### config.mk
export PLATFORM = sky130hd
export DESIGN_NAME = alu_status_flags
export DESIGN_NICKNAME = d
export VERILOG_FILES = /design/src/alu_status_pkg.sv /design/src/flag_adder.sv /design/src/alu_status_flags.sv
export SDC_FILE = /design/constraint.sdc
export NUM_CORES = 1
export LEC_CHECK = 0
export ABC_CLOCK_PERIOD_IN_PS = 3200
export BUFFER_PORTS_ARGS = -buffer_cell sky130_fd_sc_hd__buf_2
export CORE_AREA = 2 2 52 54
export CTS_BUF_LIST = sky130_fd_sc_hd__clkbuf_8
export DETAILED_ROUTE_END_ITERATION = 16
export DIE_AREA = 0 0 54 56
export GPL_TIMING_DRIVEN = 0
export PLACE_DENSITY_LB_ADDON = 0.1
export SYNTH_ARGS = -nofsm -noshare
export SYNTH_HDL_FRONTEND = slang
export SYNTH_SLANG_ARGS = --single-unit
### constraint.sdc
create_clock -name sys_clk -period 3.2 [get_ports sys_clk]
set_clock_uncertainty 0.15 [all_clocks]
set_input_delay 0.64 -clock sys_clk [delete_from_list [all_inputs] [get_ports sys_clk]]
set_output_delay 0.64 -clock sys_clk [all_outputs]
set_load 0.005 [all_outputs]
### src/alu_status_pkg.sv
package alu_status_pkg;
  localparam int          STAT_W        = 8;
  localparam int          BIT_CARRY     = 0;
  localparam int          BIT_NIBBLE    = 1;
  localparam int          BIT_ZERO      = 2;
  localparam int          BIT_SLEEP     = 3;
  localparam int          BIT_WDOG      = 4;
  localparam logic [7:0]  UNIMPL_MASK   = 8'hE0;
  localparam logic [7:0]  ARITH_MASK    = 8'h07;
  // Reset values: watchdog and sleep flags high at power-up, arithmetic flags clear
  localparam logic        RST_WDOG      = 1'b1;
  localparam logic        RST_SLEEP     = 1'b1;
  localparam logic [2:0]  RST_ARITH     = 3'h0;
  localparam logic [3:0]  NIBBLE_MASK   = 4'hF;

  // ALU operations; all but OP_NONE touch the flags
  typedef enum logic [5:0] {
    OP_NONE = 6'h01,
    OP_ADD  = 6'h02,
    OP_SUB  = 6'h04,
    OP_LOGIC = 6'h08,
    OP_RRC  = 6'h10,
    OP_RLC  = 6'h20
  } alu_op_t;
endpackage

### src/flag_adder.sv
`timescale 1ns/10ps
module flag_adder #(
  parameter int WIDTH = 8
) (
  input  wire logic [WIDTH-1:0] op_a,
  input  wire logic [WIDTH-1:0] op_b,
  input  wire logic             sub,
  output logic      [WIDTH-1:0] sum,
  output logic                  nibble_cy,
  output logic                  msb_cy
);
  logic [WIDTH-1:0] b_eff;
  logic [4:0]       low_sum;
  logic [WIDTH:0]   full_sum;

  always_comb begin
    b_eff     = sub ? ~op_b : op_b;
    low_sum   = {1'b0, op_a[3:0]} + {1'b0, b_eff[3:0]} + {4'h0, sub};
    full_sum  = {1'b0, op_a} + {1'b0, b_eff} + {{WIDTH{1'b0}}, sub};
    sum       = full_sum[WIDTH-1:0];
    nibble_cy = low_sum[4];
    msb_cy    = full_sum[WIDTH];
  end
endmodule

### src/alu_status_flags.sv
`timescale 1ns/10ps
module alu_status_flags #(
  parameter int WIDTH = 8
) (
  input  wire logic                  sys_clk,
  input  wire logic                  arst_n,
  input  wire logic                  clk_en,
  input  wire alu_status_pkg::alu_op_t alu_op,
  input  wire logic [WIDTH-1:0]      op_a,
  input  wire logic [WIDTH-1:0]      op_b,
  input  wire logic                  logic_zero,
  input  wire logic                  stat_wr,
  input  wire logic [7:0]            stat_wdata,
  input  wire logic                  watchdog_kick_instr,
  input  wire logic                  sleep_instr,
  input  wire logic                  watchdog_timer_expired,
  output logic [7:0]                 core_status_flags,
  output logic [WIDTH-1:0]           alu_result
);
  typedef struct packed {
    logic             wdog;
    logic             sleep;
    logic             zero;
    logic             nibble;
    logic             carry;
    logic [WIDTH-1:0] res;
  } state_t;

  state_t st_ff;
  state_t nxt_st;

  logic [WIDTH-1:0] add_sum;
  logic             add_nib;
  logic             add_cy;
  logic [WIDTH-1:0] shift_res;
  logic             shift_out;

  // Subtraction reuses the adder with inverted operand plus one
  flag_adder #(.WIDTH(WIDTH)) flag_adder_inst (
    .op_a      (op_a),
    .op_b      (op_b),
    .sub       (alu_op == alu_status_pkg::OP_SUB),
    .sum       (add_sum),
    .nibble_cy (add_nib),
    .msb_cy    (add_cy)
  );

  always_comb begin
    nxt_st    = st_ff;
    shift_res = '0;
    shift_out = 1'b0;
    // A flag-affecting op disables the write to all three arithmetic bits, not only the ones it sets
    if (stat_wr && alu_op == alu_status_pkg::OP_NONE) begin
      nxt_st.zero   = stat_wdata[alu_status_pkg::BIT_ZERO];
      nxt_st.nibble = stat_wdata[alu_status_pkg::BIT_NIBBLE];
      nxt_st.carry  = stat_wdata[alu_status_pkg::BIT_CARRY];
    end
    case (alu_op)
      alu_status_pkg::OP_ADD,
      alu_status_pkg::OP_SUB: begin
        nxt_st.res    = add_sum;
        nxt_st.zero   = (add_sum == '0);
        nxt_st.nibble = add_nib;
        nxt_st.carry  = add_cy;
      end
      alu_status_pkg::OP_LOGIC: begin
        nxt_st.zero = logic_zero;
      end
      alu_status_pkg::OP_RRC: begin
        shift_res    = {st_ff.carry, op_a[WIDTH-1:1]};
        shift_out    = op_a[0];
        nxt_st.res   = shift_res;
        nxt_st.carry = shift_out;
      end
      alu_status_pkg::OP_RLC: begin
        shift_res    = {op_a[WIDTH-2:0], st_ff.carry};
        shift_out    = op_a[WIDTH-1];
        nxt_st.res   = shift_res;
        nxt_st.carry = shift_out;
      end
      default: begin
      end
    endcase
    // Expiry wins over a kick arriving in the same cycle so it is never lost
    if (watchdog_kick_instr) begin
      nxt_st.wdog  = 1'b1;
      nxt_st.sleep = 1'b1;
    end
    if (sleep_instr) begin
      nxt_st.wdog  = 1'b1;
      nxt_st.sleep = 1'b0;
    end
    if (watchdog_timer_expired) begin
      nxt_st.wdog = 1'b0;
    end
  end

  always_ff @(posedge sys_clk or negedge arst_n) begin
    if (!arst_n) begin
      st_ff.wdog   <= alu_status_pkg::RST_WDOG;
      st_ff.sleep  <= alu_status_pkg::RST_SLEEP;
      st_ff.zero   <= alu_status_pkg::RST_ARITH[alu_status_pkg::BIT_ZERO];
      st_ff.nibble <= alu_status_pkg::RST_ARITH[alu_status_pkg::BIT_NIBBLE];
      st_ff.carry  <= alu_status_pkg::RST_ARITH[alu_status_pkg::BIT_CARRY];
      st_ff.res    <= '0;
    end else if (clk_en) begin
      st_ff <= nxt_st;
    end
  end

  always_comb begin
    core_status_flags = {3'h0, st_ff.wdog, st_ff.sleep, st_ff.zero, st_ff.nibble, st_ff.carry};
    alu_result        = st_ff.res;
  end
endmodule

==> results.cfg <==
[run_status]
violations = negative setup slack
status = complete, but fails checks

[global_route]
grt_pass1_vias = 1308
met2_usage = 0.427
globalRouteMet3Util = 0.0457
grt_max_degree = 14
grt_pass1_wl_mm = 5.56
antenna_found_initial = 0
grt_overflow = 0
met1_usage = 0.290
grt-busiest-layer = met2
globalRouteTotalUtil = 0.243

[synthesis]
synth_flop_cell = dfrtp_1
ys_types = 45
synth-edff-count = 0
synth.area.top_cells = dfrtp_1 (23%), ha_1 (8.4%), xnor2_1 (8.1%), a21oi_1 (6.7%), a222oi_1 (5.9%)
synth.cell_area_sq_mm = 0.00119
postSynthCellCount = 138
syn_area_per_cell_sq_um = 8.63
yosys.area.top_type = dfrtp_1
seq_area_frac_synth = 0.275
ys_warn_count = 0
yosys.area.top_type_share = 0.231
async_flop_share = 1.00
ys_ff_latch = 13

[sta]
whs_ns = 0.123
rsz0062_at_grt = yes
fin_crit_ns = 3.47
report.final.slew_viol_count = 0
fin_ws_ns = -0.274
max_slew.worst_pin.slew_ns = 0.937
hold_violations = 0
post-route-period-util = 1.09
maxSlewHeadroom = 0.371
max_freq_mhz = 288
setup_viol = 4

[worst_setup_path]
r2r_slack_ns = 1.85
arrival_ns = 3.48
critPathLaunch = alu_op[0]
slowest_stage = or4_4
critPathMaxStageDelay_ns = 0.54
setup.worst_path.end_class = flip-flop
start_kind = input port
r2r-start = core_status_flags[0]
r2r_end = alu_result[7]
crit_type = in2reg
path_cells = buf_8 > or4_4 > or2_4 > xnor2_4 > fa_2 > xor2_2 > or4_1 > or4_4 > o31ai_4
rr_worst_depth = 3
crit_fanout = 4
endpoint = core_status_flags[2]
crit_top_cell = or4_4
cp.required_ns = 3.20

[cts]
clock_sinks = 13
cts_buffers = 3
cts_buffer_depth = 2
clockRootBuffer = clkbuf_8
cts_hold_buf = 0
htree_levels = 1
cts_tree = yes
clk_pin_slew_ns = 0.05
clk_latency_ns = 0.24

[routing]
drtIter0Drc = 96
ant_nets = 0
wl_per_cell_microns = 15.2
vias_per_cell = 5.73
num_vias = 1296
wl_mm = 3.43
dr.pass1.iters = 5
drc_errors = 0

[pwr]
p_leak_nw = 0.791
peakVddDrop_v = 0.000358
powerDensity_mw_per_mm2 = 380

[placed_design]
hpwl_mm = 2.51
globalplace.congestion = 0.827
preCtsSetupSlack_ns = -0.681
port_buffers = 44

[layout]
multi_input_area_sq_um = 967
regArea_sq_um = 328
post_route_cells_drive_above_1_share = 0.449
area_growth_pct = 45.9
final_common_cell = buf_2
final_cell_mix = buf_2 (42), buf_4 (13), nor2_1 (12)
diodes = 0
final_util = 0.715
fin_nets = 244
n_fill_cell = 198

[flow_run]
maxCapViolCount = 0

[die]
fp.dieW_microns = 54
die_area_sq_mm = 0.00302
coreArea_sq_mm = 0.00243
rows = 18
ios = 54
die_h_microns = 56
initial_utilization = 0.490

[min_path]
hold_class = in2async
[synthesized netlist by cell type, types with 3 or more instances]
library cell and number:
xnor2_1 11, buf_4 3, o21ai_0 5, xor2_1 3, a21oi_1 16, nor3_1 3, dfrtp_1 11, nand2_1 7
ha_1 8, a21o_1 3, clkbuf_1 4, a222oi_1 7, nor2_1 13, inv_1 3
[power breakdown]
part | internal [mW] | total [mW] | switching [mW] | leakage [nW]
sequential | 0.210 | 0.232 | 0.0221 | 0.156
combinational | 0.143 | 0.288 | 0.145 | 0.609
clock | 0.0845 | 0.141 | 0.0562 | 0.0269
total | 0.438 | 0.661 | 0.223 | 0.791
[logic make-up after synthesis]
family / Yosys count / share of synthesized area
compound gates: 48 / 0.278
xor+xnor: 14 / 0.103
fa+ha+maj: 9 / 0.101
buf+inv: 12 / 0.0483
flops: 13 / 0.275
mux: 2 / 0.0179
other cells: 1 / 0.00315
simple gates: 39 / 0.173
[timing repair]
| action | in CTS | in global routing |
|---|---|---|
| setup endpoints to repair | 7 | 7 |
| pin swaps | 16 | 12 |
| gates resized for setup | 23 | 10 |
| buffers inserted | 7 | 2 |
[layout make-up]
cell class	count	share of cell area
well taps	30	0.0216
clock inverters	1	0.00216
repair buffers	53	0.176
inverters	3	0.00648
multi-input cells	115	0.557
clock buffers	3	0.0238
plain buffers	8	0.0245
flip-flops and latches	13	0.189
[how the worst min path moves through the flow]
stage                              start              endpoint  depth (start not counted)
floorplan                         arst_n         alu_result[0]                          0
global placement    core_status_flags[4]  core_status_flags[4]                          2
detailed placement  core_status_flags[4]  core_status_flags[4]                          2
finish                            arst_n         alu_result[1]                          1
global route                      arst_n  core_status_flags[1]                          1
CTS                               arst_n         alu_result[1]                          1
[sequential cells by signal, indices dropped and copies added, names as in the netlist]
signal             count
alu_result             8
core_status_flags      5
[critical path, delay by kind of cell]
kind | cells | cell delay, ns
simple gates | 4 | 1.79
compound gates | 1 | 0.17
xor+xnor | 2 | 0.34
buf+inv | 1 | 0.09
fa+ha+maj | 1 | 0.43
[per-layer routing]
metal / routed length, microns / share of wire
met1: 1380 / 0.40
met2: 1750 / 0.51
met3: 229 / 0.067
met4: 75 / 0.022
met5: 0 / 0
[stage by stage]
stage               total power, mW  std cells  setup TNS [ns]  area (sq um)
finish                        0.661        226          -0.456          1740
global route                  0.710        226          -0.916          1740
CTS                           0.649        225          -0.887          1690
detailed placement            0.469        214           -2.98          1480
global placement              0.460        214           -2.71          1480
floorplan                     0.367        140          -0.357          1220
No activity file was read; power rests on OpenSTA's default activity.
